<file path="src/verilog/light_pkg.sv">
// constants for the light sensor readout block
package light_pkg;
	localparam logic [7:0] cfg_offset = 8'h00;
	localparam logic [7:0] result_offset = 8'h04;
	localparam int it_hi = 9;
	localparam int it_lo = 6;
	localparam int gain_hi = 12;
	localparam int gain_lo = 11;
	localparam int shutdown_bit = 0;
	localparam logic [15:0] cfg_reset = 16'h0001;
	localparam logic [15:0] cfg_write_mask = 16'h1fff;
	localparam logic [3:0] it_25 = 4'hc;
	localparam logic [3:0] it_50 = 4'h8;
	localparam logic [3:0] it_100 = 4'h0;
	localparam logic [3:0] it_200 = 4'h1;
	localparam logic [3:0] it_400 = 4'h2;
	localparam logic [3:0] it_800 = 4'h3;
	localparam logic [1:0] gain_x1 = 2'h0;
	localparam logic [1:0] gain_x2 = 2'h1;
	localparam logic [1:0] gain_x1_8 = 2'h2;
	localparam logic [1:0] gain_x1_4 = 2'h3;
	localparam int clk_mhz = 125;
	localparam int wake_us_x10 = 25000;
	localparam int wake_cycles = wake_us_x10 * clk_mhz / 10;
	localparam int it_base_ms = 25;
	localparam int it_base_cycles = it_base_ms * clk_mhz * 1000;
	typedef enum logic [1:0] {st_off, st_wake, st_integ} meas_state_type;
endpackage

</file>
<file path="src/verilog/period_lookup.sv">
// maps integration code to a multiple of the 25 ms base period
module period_lookup
	import light_pkg::*;
(
	input wire logic [3:0] code,
	output logic [5:0] mult,
	output logic valid
);
	always_comb begin
		valid = 1'b1;
		case (code)
			it_25: mult = 6'd1;
			it_50: mult = 6'd2;
			it_100: mult = 6'd4;
			it_200: mult = 6'd8;
			it_400: mult = 6'd16;
			it_800: mult = 6'd32;
			default: begin
				mult = 6'd4;
				valid = 1'b0;
			end
		endcase
	end
endmodule

</file>
<file path="src/verilog/light_readout.sv">
// register file and measurement sequencing of the ambient light readout
//
// Behaviour
// - integration code in config bits 9..6
// - 16-bit result at command 04, read-only
// - result kept and readable during shutdown
// - result refreshed after wake by measurements
// - gain code in bits 12..11, 15..13 zero
// - bit 0 shutdown, default set, 2.5 ms wake
module light_readout
	import light_pkg::*;
#(
	parameter int wake_count = wake_cycles,
	parameter int base_count = it_base_cycles
)
(
	input wire logic mclk,
	input wire logic rst,
	input wire logic wr_en,
	input wire logic rd_en,
	input wire logic [7:0] cmd_code,
	input wire logic [15:0] wr_data,
	input wire logic [15:0] sample,
	output logic [15:0] rd_data,
	output logic rd_valid,
	output logic shutdown_ctrl,
	output logic [1:0] gain_sel,
	output logic [3:0] integration_period_sel,
	output logic result_fresh
);
	logic [15:0] light_config_q, light_config_d;
	logic [15:0] light_result_q, light_result_d;
	logic [15:0] rd_data_q, rd_data_d;
	logic rd_valid_q, rd_valid_d;
	logic fresh_q, fresh_d;
	meas_state_type state_q, state_d;
	logic [31:0] timer_q, timer_d;
	logic [31:0] period_count;
	logic [5:0] mult;
	logic it_valid;
	logic [15:0] sample_s1_q, sample_s2_q, sample_s3_q;
	logic [15:0] sample_hold_q, sample_hold_d;

	period_lookup u_lookup (
		.code(light_config_q[it_hi:it_lo]),
		.mult(mult),
		.valid(it_valid)
	);

	assign period_count = 32'(base_count) * 32'(mult);

	always_comb begin
		light_config_d = light_config_q;
		light_result_d = light_result_q;
		rd_data_d = rd_data_q;
		rd_valid_d = 1'b0;
		fresh_d = 1'b0;
		state_d = state_q;
		timer_d = timer_q;
		// take the converter word only once two synchronised copies agree,
		// so a word caught while its bits change is never stored
		sample_hold_d = sample_hold_q;
		if (sample_s2_q == sample_s3_q) begin
			sample_hold_d = sample_s2_q;
		end
		if (wr_en && cmd_code == cfg_offset) begin
			light_config_d = wr_data & cfg_write_mask;
		end
		if (rd_en) begin
			rd_valid_d = 1'b1;
			if (cmd_code == result_offset) begin
				rd_data_d = light_result_q;
			end else begin
				rd_data_d = 16'h0000;
			end
		end
		case (state_q)
			st_off: begin
				timer_d = 32'd0;
				if (!light_config_q[shutdown_bit]) begin
					state_d = st_wake;
				end
			end
			st_wake: begin
				timer_d = timer_q + 32'd1;
				if (light_config_q[shutdown_bit]) begin
					state_d = st_off;
				end else if (timer_q >= 32'(wake_count) - 32'd1) begin
					state_d = st_integ;
					timer_d = 32'd0;
				end
			end
			default: begin
				timer_d = timer_q + 32'd1;
				if (light_config_q[shutdown_bit]) begin
					state_d = st_off; // result kept as is
				end else if (timer_q >= period_count - 32'd1) begin
					light_result_d = sample_hold_q;
					fresh_d = it_valid;
					timer_d = 32'd0;
				end
			end
		endcase
	end

	always_ff @(posedge mclk) begin
		sample_s1_q <= sample;
		sample_s2_q <= sample_s1_q;
		sample_s3_q <= sample_s2_q;
		if (rst) begin
			light_config_q <= cfg_reset;
			light_result_q <= 16'h0000;
			rd_data_q <= 16'h0000;
			rd_valid_q <= 1'b0;
			fresh_q <= 1'b0;
			state_q <= st_off;
			timer_q <= 32'd0;
			sample_hold_q <= 16'h0000;
		end else begin
			light_config_q <= light_config_d;
			light_result_q <= light_result_d;
			rd_data_q <= rd_data_d;
			rd_valid_q <= rd_valid_d;
			fresh_q <= fresh_d;
			state_q <= state_d;
			timer_q <= timer_d;
			sample_hold_q <= sample_hold_d;
		end
	end

	assign rd_data = rd_data_q;
	assign rd_valid = rd_valid_q;
	assign shutdown_ctrl = light_config_q[shutdown_bit];
	assign gain_sel = light_config_q[gain_hi:gain_lo];
	assign integration_period_sel = light_config_q[it_hi:it_lo];
	assign result_fresh = fresh_q;

	property p_shutdown_keeps;
		@(posedge mclk) disable iff (rst)
		(state_q == st_off && !(wr_en && cmd_code == cfg_offset)) |=> $stable(light_result_q);
	endproperty
	a_shutdown_keeps: assert property (p_shutdown_keeps) else $error("result changed in shutdown");

	property p_read_result;
		@(posedge mclk) disable iff (rst)
		(rd_en && cmd_code == result_offset) |=> (rd_valid_q && rd_data_q == $past(light_result_q));
	endproperty
	a_read_result: assert property (p_read_result) else $error("result read mismatch");

	property p_reserved_zero;
		@(posedge mclk) disable iff (rst)
		light_config_q[15:13] == 3'h0;
	endproperty
	a_reserved_zero: assert property (p_reserved_zero) else $error("reserved bits set");

	property p_wake_first;
		@(posedge mclk) disable iff (rst)
		(state_q == st_off && !light_config_q[shutdown_bit]) |=> state_q == st_wake;
	endproperty
	a_wake_first: assert property (p_wake_first) else $error("wake delay skipped");

	property p_fresh_in_integ;
		@(posedge mclk) disable iff (rst)
		fresh_q |-> ($past(state_q) == st_integ && light_result_q == $past(sample_hold_q));
	endproperty
	a_fresh_in_integ: assert property (p_fresh_in_integ) else $error("refresh outside run");

	property p_enter_off;
		@(posedge mclk) disable iff (rst)
		(light_config_q[shutdown_bit] && state_q != st_off) |=> state_q == st_off;
	endproperty
	a_enter_off: assert property (p_enter_off) else $error("shutdown not entered");

	property p_fields;
		@(posedge mclk) disable iff (rst)
		(wr_en && cmd_code == cfg_offset) |=> (integration_period_sel == $past(wr_data[9:6])
			&& gain_sel == $past(wr_data[12:11]));
	endproperty
	a_fields: assert property (p_fields) else $error("config fields wrong");

	property p_unmapped;
		@(posedge mclk) disable iff (rst)
		(rd_en && cmd_code != result_offset) |=> rd_data_q == 16'h0000;
	endproperty
	a_unmapped: assert property (p_unmapped) else $error("unmapped read nonzero");

	property p_hold_filter;
		@(posedge mclk) disable iff (rst)
		(sample_s2_q != sample_s3_q) |=> $stable(sample_hold_q);
	endproperty
	a_hold_filter: assert property (p_hold_filter) else $error("unsettled sample taken");

	property p_wake_keeps;
		@(posedge mclk) disable iff (rst)
		(state_q == st_wake) |=> $stable(light_result_q);
	endproperty
	a_wake_keeps: assert property (p_wake_keeps) else $error("result changed in wake");

	property p_wake_len;
		@(posedge mclk) disable iff (rst)
		(state_q == st_wake && timer_q < 32'(wake_count) - 32'd1 && !light_config_q[shutdown_bit])
			|=> state_q == st_wake;
	endproperty
	a_wake_len: assert property (p_wake_len) else $error("wake time cut short");

	property p_reserved_quiet;
		@(posedge mclk) disable iff (rst)
		!it_valid |=> !fresh_q;
	endproperty
	a_reserved_quiet: assert property (p_reserved_quiet) else $error("fresh on reserved code");

	property p_rd_pulse;
		@(posedge mclk) disable iff (rst)
		rd_valid_q |-> $past(rd_en);
	endproperty
	a_rd_pulse: assert property (p_rd_pulse) else $error("read valid without request");

	property p_config_hold;
		@(posedge mclk) disable iff (rst)
		!(wr_en && cmd_code == cfg_offset) |=> $stable(light_config_q);
	endproperty
	a_config_hold: assert property (p_config_hold) else $error("config changed unasked");
endmodule

</file>
<file path="config.mk">
export PLATFORM = sky130hd
export DESIGN_NAME = light_readout
export DESIGN_NICKNAME = d
export VERILOG_FILES = /design/src/verilog/light_pkg.sv /design/src/verilog/period_lookup.sv /design/src/verilog/light_readout.sv
export SDC_FILE = /design/constraint.sdc
export NUM_CORES = 1
export LEC_CHECK = 0
export BUFFER_PORTS_ARGS = -buffer_cell sky130_fd_sc_hd__buf_2
export CORE_ASPECT_RATIO = 2
export CORE_MARGIN = 8
export CORE_UTILIZATION = 30
export DETAILED_ROUTE_END_ITERATION = 7
export PLACE_DENSITY = 0.54
export SKIP_LAST_GASP = 1
export SYNTH_ARGS = -nofsm -noshare
export SYNTH_HDL_FRONTEND = slang
export SYNTH_SLANG_ARGS = --single-unit
</file>
<file path="constraint.sdc">
create_clock -name mclk -period 8.14 [get_ports mclk]
set_input_delay 1.628 -clock mclk [delete_from_list [all_inputs] [get_ports mclk]]
set_output_delay 1.628 -clock mclk [all_outputs]
set_load 0.02 [all_outputs]
</file>
==> results of run 1 <==
==> cell families (layout without fill, tap and decap cells) <==
family | count (synthesis) | in the layout | share of synthesized area
simple gates | 273 | 273 | 0.177
fa+ha+maj | 91 | 91 | 0.170
mux | 26 | 26 | 0.0343
other cells | 1 | 5 | 0.000492
compound gates | 130 | 130 | 0.118
xor+xnor | 80 | 80 | 0.0920
buf+inv | 85 | 160 | 0.0427
flops | 139 | 139 | 0.365
==> cell usage in the layout (no fill, tap or decap), types with 25 or more instances in the layout <==
cell / count
dfxtp_1: 139
nor2_1: 121
ha_1: 70
inv_1: 59
buf_2: 59
xor2_1: 43
a21oi_1: 40
xnor2_1: 37
nand2_1: 32
mux2i_1: 25
==> cell type report <==
class                      instances  share of cell area
multi-input combinational        605               0.509
sequential                       139               0.312
clock buffer                      18              0.0481
tap                              336              0.0472
timing repair buffer              69              0.0444
inverter                          59              0.0248
clock inverter                    14              0.0147
==> flip-flops by register name, indices dropped and copies added (netlist names) <==
register and count:
rd_valid 1, sample_s1_q 16, timer_q 32, sample_s3_q 16
rd_data 16, light_config_q 7, result_fresh 1, state_q 2
sample_s2_q 16, sample_hold_q 16, light_result_q 16
==> per-layer routing <==
layer,global-route usage,part of all wire,vias to the layer above,wire length (µm)
met2,0.261,0.61,95,11400
met4,0.0724,0.037,0,700
met3,0.0198,0.022,31,416
li1,-,-,2960,-
met1,0.109,0.34,2803,6310
met5,0,0,-,0
==> path summary, 6_finish.rpt <==
path	end	slack, ns	cells after the start
max	light_result_q[6]	0.65	30
min	sample_s2_q[0]	0.33	0
max reg2reg	light_result_q[6]	0.65	30
min reg2reg	sample_s2_q[0]	0.33	0
==> worst reg2reg max path, delay by kind of cell, from the launching register on <==
family | cells | cell delay (ns)
adders and majority gates | 6 | 2.42
AOI/OAI and AO/OA | 10 | 1.95
and+or+nand+nor | 9 | 1.91
buffers and inverters | 4 | 0.52
DFF | 1 | 0.38
xor gates and xnor gates | 1 | 0.23
==> power breakdown <==
part	internal (mW)	leakage [nW]	switching, mW
registers	0.693	1.14	0.00829
logic	0.0272	2.66	0.0377
clock network	0.402	0.259	0.323
total	1.12	4.05	0.369
==> timing repair <==
item | in CTS | in global routing
setup endpoints to repair | 0 | 48
resized for setup | 0 | 2
setup buffers | 0 | 0
hold buffers | 0 | 0
==> through the flow <==
stage,power (mW),setup WS [ns],instance area (µm²),hold slack [ns],utilization
floorplan,0.757,0.803,7630,0.310,-
detailed placement,0.783,0.494,8350,0.313,0.333
global route,1.55,0.0342,8910,0.338,0.356
global placement,0.783,0.559,8350,0.312,0.333
finish,1.49,0.650,8910,0.326,0.356
CTS,1.52,0.446,8910,0.328,0.356
==> results.cfg, run 1 <==
[outcome]
status = finished clean

[setup_path]
crit_family = adder cells
crit_path_start_kind = register
required_ns = 8.50
endpoint_kind = register
cp-startpoint = light_config_q[8]
cpMaxStageDelayCell = fa_1
path_buf_inv = 4
critPathArrivalTime_ns = 7.85
reg2reg_from = light_config_q[8]
crit_type = register to register
crit_top_cell = ha_1
max_stage_delay_ns = 0.56
cp_max_fo = 16

[power]
p_per_area_nw_per_um2 = 167
total_leakage_power_nw = 4.05
irDropWorstVdd_v = 0.000105

[grt]
grt_max_degree = 45
grt-ovfl-total = 0
grt_pass1_wl_um = 30300
grt_pass1_vias = 5961
grtUsageTotal = 0.127
antenna_found_initial = 0

[place]
place_congestion = 0.835
place_inst = 1208
io_buffers = 59
hpwl_um = 15200

[route]
drc = 0
vias = 5889
drt-pass1-iter-count = 4
first_iter_violations = 292
avgViaCountPerCell = 4.75
wire_per_inst_um = 15.2
ant_nets = 0
wl_um = 18800

[floorplanning]
num_io_pins = 69
dieHeight_um = 241
start_util = 0.304
die-area_um2 = 31000
fp.dieW_um = 129
design.core.area_um2 = 25000
rows = 82

[synth]
synth_warnings = 0
yosysSeqAreaShare = 0.365
synth.top_cell.area_share = 0.365
syn_avg_cell_area_um2 = 9.23
syn_area_um2 = 7610
yosysUniqueCellTypes = 65
yosys-top-cells-area = dfxtp_1, ha_1, nor2_1
async_flop_share = 0
synthTopCellsByCount = dfxtp_1, nor2_1, ha_1, inv_1, xor2_1
syn-instance-count = 825
synth_flop_cell = dfxtp_1
yosys.area.top_type = dfxtp_1
synth-edff-count = 0
yosysMostFrequentCell = dfxtp_1
synth_seq_cells = 139

[worst_hold_path]
hold_path_class = register to register
hold_start = sample_s1_q[0]

[clock_tree]
clk_root_buffer_cell = clkbuf_16
tritoncts = yes
numClockSinks = 139
clk_latency_ns = 0.42
clk_pin_slew_ns = 0.07
h-tree-depth = 4
cts_buffers = 17
cts_buffer_depth = 2

[timing]
finClkSkew_ns = 0.0120
slew-limit-headroom = 0.479
setup_tns_ns = 0
setup_viol = 0
rsz0062_at_grt = false
worst_pin_slew_ns = 0.762
max_freq_mhz = 134
period_needed_ns = 7.49
hold_violations = 0
maxSlewViolCount = 0
min_period_over_period = 0.920

[finish]
multi_input_area_um2 = 4530
fillers = 2643
nets = 1026
seq_area_um2 = 2780
drive_gt1_frac = 0.127
instances_no_fill = 1240
syn_to_final_growth_pct = 17.1
num_antenna_cells = 0

[flow_run]
max_cap_viol_count = 0
No activity file was read; power rests on OpenSTA's default activity.
==> inputs of run 2 (changes only) <==
--- a/config.mk
+++ b/config.mk
@@ -8,9 +8,9 @@
 export BUFFER_PORTS_ARGS = -buffer_cell sky130_fd_sc_hd__buf_2
 export CORE_ASPECT_RATIO = 2
 export CORE_MARGIN = 8
-export CORE_UTILIZATION = 30
+export CORE_UTILIZATION = 50
 export DETAILED_ROUTE_END_ITERATION = 7
-export PLACE_DENSITY = 0.54
+export PLACE_DENSITY = 0.77
 export SKIP_LAST_GASP = 1
 export SYNTH_ARGS = -nofsm -noshare
 export SYNTH_HDL_FRONTEND = slang
==> results.cfg, run 2 (synthesis gave the netlist of run 1 again) <==
[outcome]
status = finished clean

[place]
place_congestion = 0.888
place_inst = 1066
hpwl_um = 12100
io_buffers = 59
dpl_worst_slack_ns = 0.535
placed_cell_area_um2 = 8130

[clock_tree]
cts_buffers = 17
numClockSinks = 139
h-tree-depth = 4
clk_root_buffer_cell = clkbuf_16
cts_hold_buf = 0
clk_pin_slew_ns = 0.06
clk_latency_ns = 0.41
tritoncts = yes
cts_buffer_depth = 2

[flow_run]
max_cap_viol_count = 0

[setup_path]
max_stage_delay_ns = 0.62
reg2reg_from = light_config_q[9]
critPathArrivalTime_ns = 7.96
crit_type = register to register
endpoint_kind = register
cp-startpoint = light_config_q[9]
crit_top_cell = ha_1
cpMaxStageDelayCell = or4_1
crit_path_start_kind = register
required_ns = 8.47
cp_max_fo = 24

[worst_hold_path]
hold_start = sample_s1_q[10]
hold_path_class = register to register

[route]
first_iter_violations = 220
avgViaCountPerCell = 5.31
vias = 5837
ant_nets = 0
drc = 0
drt-pass1-iter-count = 4
wl_um = 15600
wire_per_inst_um = 14.2

[timing]
maxSlewViolCount = 0
min_period_over_period = 0.937
period_needed_ns = 7.63
finClkSkew_ns = 0.00950
setup_tns_ns = 0
setup_viol = 0
max_freq_mhz = 131
fin_ws_ns = 0.509
rsz0062_at_grt = false
holdWs_ns = 0.325
worst_pin_slew_ns = 1.10
hold_violations = 0
slew-limit-headroom = 0.262

[floorplanning]
design.core.area_um2 = 15100
rows = 64
num_io_pins = 69
fp.dieW_um = 103
dieHeight_um = 191
die-area_um2 = 19700
start_util = 0.503

[power]
seq_power_share = 0.477
total_leakage_power_nw = 4.04
comb_power_share = 0.043
p_sw_uw = 337
p_clk_frac = 0.480
p_per_area_nw_per_um2 = 169
p_int_mw = 1.13
swShare = 0.229
irDropWorstVdd_v = 0.000182
finalPower_mw = 1.47

[grt]
grt_util_met3 = 0.0347
use_met1 = 0.207
grt_max_degree = 45
use_met2 = 0.286
grtUsageTotal = 0.170
grt-ovfl-total = 0
grt_pass1_vias = 5846
busiest_layer = met2
antenna_found_initial = 0
grt_pass1_wl_um = 26700

[finish]
top_register = timer_q
drive_gt1_frac = 0.125
largest_register_ffs = 32
final_area_um2 = 8700
num_antenna_cells = 0
mostFrequentLayoutCell = dfxtp_1
nets = 1023
syn_to_final_growth_pct = 14.3
final_util = 0.575
instances_no_fill = 1099
final_cell_mix = dfxtp_1, nor2_1, ha_1
run 2: cell types whose count changed in the layout (fill, tap and decap cells not counted), moves of 2 or more:
| cell | before | now |
|---|---|---|
| buf_4 | 8 | 6 |
| clkbuf_8 | 0 | 2 |
| clkinv_4 | 1 | 4 |
| clkinvlp_4 | 5 | 3 |
| inv_8 | 3 | 1 |
run 2: layout make-up:
| cell class | count | area, µm² |
|---|---|---|
| flip-flops and latches | 139 | 2780 |
| repair buffers | 66 | 360 |
| multi-input cells | 605 | 4530 |
| well taps | 198 | 248 |
| inverters | 59 | 221 |
| clock inverters | 13 | 109 |
| clock buffers | 19 | 453 |
| fillers | 1264 | 6430 |
run 2: what timing repair did:
action / in CTS / in global routing
setup endpoints to repair: 0 / 40
buffers inserted: 0 / 1
resized for setup: 0 / 2
run 2: power by group through the flow:
stage | clock, mW | combinational (mW) | sequential (mW)
3_3_place_gp | 0 | 0.0611 | 0.715
6_report | 0.705 | 0.0637 | 0.701
4_1_cts | 0.718 | 0.0639 | 0.701
3_5_place_dp | 0 | 0.0631 | 0.716
5_1_grt | 0.750 | 0.0715 | 0.702
2_1_floorplan | 0 | 0.0435 | 0.714
run 2: path summary, 6_finish.rpt:
check                          to  slack (ns)  cells past startpoint
hold / removal    sample_s2_q[10]        0.33                      0
hold reg to reg   sample_s2_q[10]        0.33                      0
setup / recovery      timer_q[16]        0.51                     30
setup reg to reg      timer_q[16]        0.51                     30
run 2: worst max-delay path: cells and delay by family, from the launching register on:
| kind | cells | cell delay [ns] |
|---|---|---|
| adder cells (fa/ha/maj) | 6 | 2.32 |
| buffers and inverters | 4 | 0.51 |
| AND/OR/NAND/NOR | 10 | 2.18 |
| AO/OA/AOI/OAI | 9 | 1.88 |
| flip-flops | 1 | 0.37 |
| XOR/XNOR | 1 | 0.28 |
run 2: per-layer routing:
layer	vias to the layer above	share of wire
li1	2957	-
met1	2737	0.44
met3	21	0.051
met5	-	0
met4	0	0.015
met2	122	0.49
==> inputs of run 3 (changes only) <==
--- a/config.mk
+++ b/config.mk
@@ -6,11 +6,10 @@
 export NUM_CORES = 1
 export LEC_CHECK = 0
 export BUFFER_PORTS_ARGS = -buffer_cell sky130_fd_sc_hd__buf_2
-export CORE_ASPECT_RATIO = 2
-export CORE_MARGIN = 8
-export CORE_UTILIZATION = 50
+export CORE_MARGIN = 2
+export CORE_UTILIZATION = 23
 export DETAILED_ROUTE_END_ITERATION = 7
-export PLACE_DENSITY = 0.77
+export PLACE_DENSITY = 0.46
 export SKIP_LAST_GASP = 1
 export SYNTH_ARGS = -nofsm -noshare
 export SYNTH_HDL_FRONTEND = slang
==> results.cfg, run 3 (synthesis gave the netlist of run 1 again) <==
[outcome]
status = finished clean

[setup_path]
crit_type = register to register
cpMaxStageDelayCell = fa_1
required_ns = 8.48
reg2reg_depth = 30
crit_top_cell = ha_1
r2r_slack_ns = 0.67
reg2reg_from = light_config_q[8]
endpoint_kind = register
cp_max_fo = 24
critPathArrivalTime_ns = 7.82
max_stage_delay_ns = 0.56
crit_path_start_kind = register
reg2reg_to = timer_q[11]

[place]
io_buffers = 59
place_congestion = 0.727
dpl_worst_slack_ns = 0.290
placed_cell_area_um2 = 8460
hpwl_um = 13100

[grt]
antenna_found_initial = 0
grt_max_degree = 45
use_met1 = 0.147
grt-ovfl-total = 0
grtUsageTotal = 0.104
busiest_layer = met2
grt_util_met3 = 0.0200
use_met2 = 0.162
grt_pass1_vias = 5497
grt_pass1_wl_um = 28700

[timing]
period_needed_ns = 7.47
maxSlewViolCount = 0
max_freq_mhz = 134
slew-limit-headroom = 0.418
fin_ws_ns = 0.666
setup_tns_ns = 0
worst_pin_slew_ns = 0.871
setup_viol = 0
min_period_over_period = 0.918
holdWs_ns = 0.323
rsz0062_at_grt = false
hold_violations = 0
finClkSkew_ns = 0.0108

[flow_run]
max_cap_viol_count = 0

[clock_tree]
cts_buffer_depth = 2
numClockSinks = 139
h-tree-depth = 4
clk_latency_ns = 0.41
cts_buffers = 17
post_cts_buffers = 0
clk_pin_slew_ns = 0.06
tritoncts = yes
cts_hold_buf = 0
cts_resized = 0
clk_root_buffer_cell = clkbuf_16

[floorplanning]
fp.dieW_um = 186
dieHeight_um = 186
design.core.area_um2 = 32500
start_util = 0.234
num_io_pins = 69
rows = 66
die-area_um2 = 34600

[route]
vias = 5700
first_iter_violations = 210
avgViaCountPerCell = 4.24
wl_um = 17000
drt-pass1-iter-count = 4
drc = 0
wire_per_inst_um = 12.6
ant_nets = 0

[finish]
num_antenna_cells = 0
final_area_um2 = 9050
largest_register_ffs = 32
nets = 1025
top_register = timer_q
multi_input_area_um2 = 4540
mostFrequentLayoutCell = dfxtp_1
final_cell_mix = dfxtp_1, nor2_1, ha_1
seq_area_um2 = 2780
syn_to_final_growth_pct = 18.9
fillers = 3535
drive_gt1_frac = 0.125

[worst_hold_path]
hold_end = sample_s2_q[1]
hold_start = sample_s1_q[1]
hold_path_class = register to register
hold_path_depth = 0

[power]
p_per_area_nw_per_um2 = 169
irDropWorstVdd_v = 0.000137
total_leakage_power_nw = 4.06
run 3: cell count changes in the layout (fill, tap and decap cells not counted), moves of 2 or more:
cell | previous run | this run
bufinv_16 | 0 | 2
clkbuf_1 | 0 | 3
clkinv_4 | 4 | 2
buf_4 | 6 | 8
run 3: where the power goes:
group	internal [mW]	switching, mW
logic	0.0272	0.0374
registers	0.693	0.00690
clock network	0.465	0.297
run 3: layout make-up:
class | instances | share of cell area
Clock buffer | 21 | 0.0497
Clock inverter | 11 | 0.0149
Inverter | 59 | 0.0245
Multi-Input combinational cell | 605 | 0.501
Sequential cell | 139 | 0.307
Tap cell | 442 | 0.0611
Timing Repair Buffer | 68 | 0.0415
run 3: worst max-delay path, delay by kind of cell (launching register included):
kind,cells,cell delay (ns)
buffers and inverters,4,0.44
DFF,1,0.38
AOI/OAI and AO/OA,12,2.45
and+or+nand+nor,7,1.34
xor gates and xnor gates,1,0.34
adders and majority gates,6,2.42
run 3: worst max-delay path by stage:
stage          slack, ns              start     endpoint  cells after the start
2_1_floorplan       0.80  light_config_q[9]  timer_q[10]                     31
3_3_place_gp        0.38  light_config_q[9]   timer_q[7]                     30
3_5_place_dp        0.29  light_config_q[9]   timer_q[4]                     29
4_1_cts             0.23  light_config_q[9]   timer_q[4]                     29
5_1_grt             0.05  light_config_q[8]   timer_q[4]                     31
6_report            0.67  light_config_q[8]  timer_q[11]                     30
run 3: layer usage:
| metal | vias to the layer above | share of wire |
|---|---|---|
| li1 | 2966 | - |
| met1 | 2660 | 0.52 |
| met2 | 66 | 0.45 |
| met3 | 8 | 0.025 |
| met4 | 0 | 0.0075 |
| met5 | - | 0 |
run 3: metrics by stage:
| stage | std cells | power, mW | util |
|---|---|---|---|
| 2_1_floorplan | 829 | 0.757 | - |
| 3_3_place_gp | 1313 | 0.780 | 0.260 |
| 3_5_place_dp | 1313 | 0.781 | 0.260 |
| 4_1_cts | 1345 | 1.55 | 0.278 |
| 5_1_grt | 1345 | 1.59 | 0.278 |
| 6_report | 1345 | 1.53 | 0.278 |
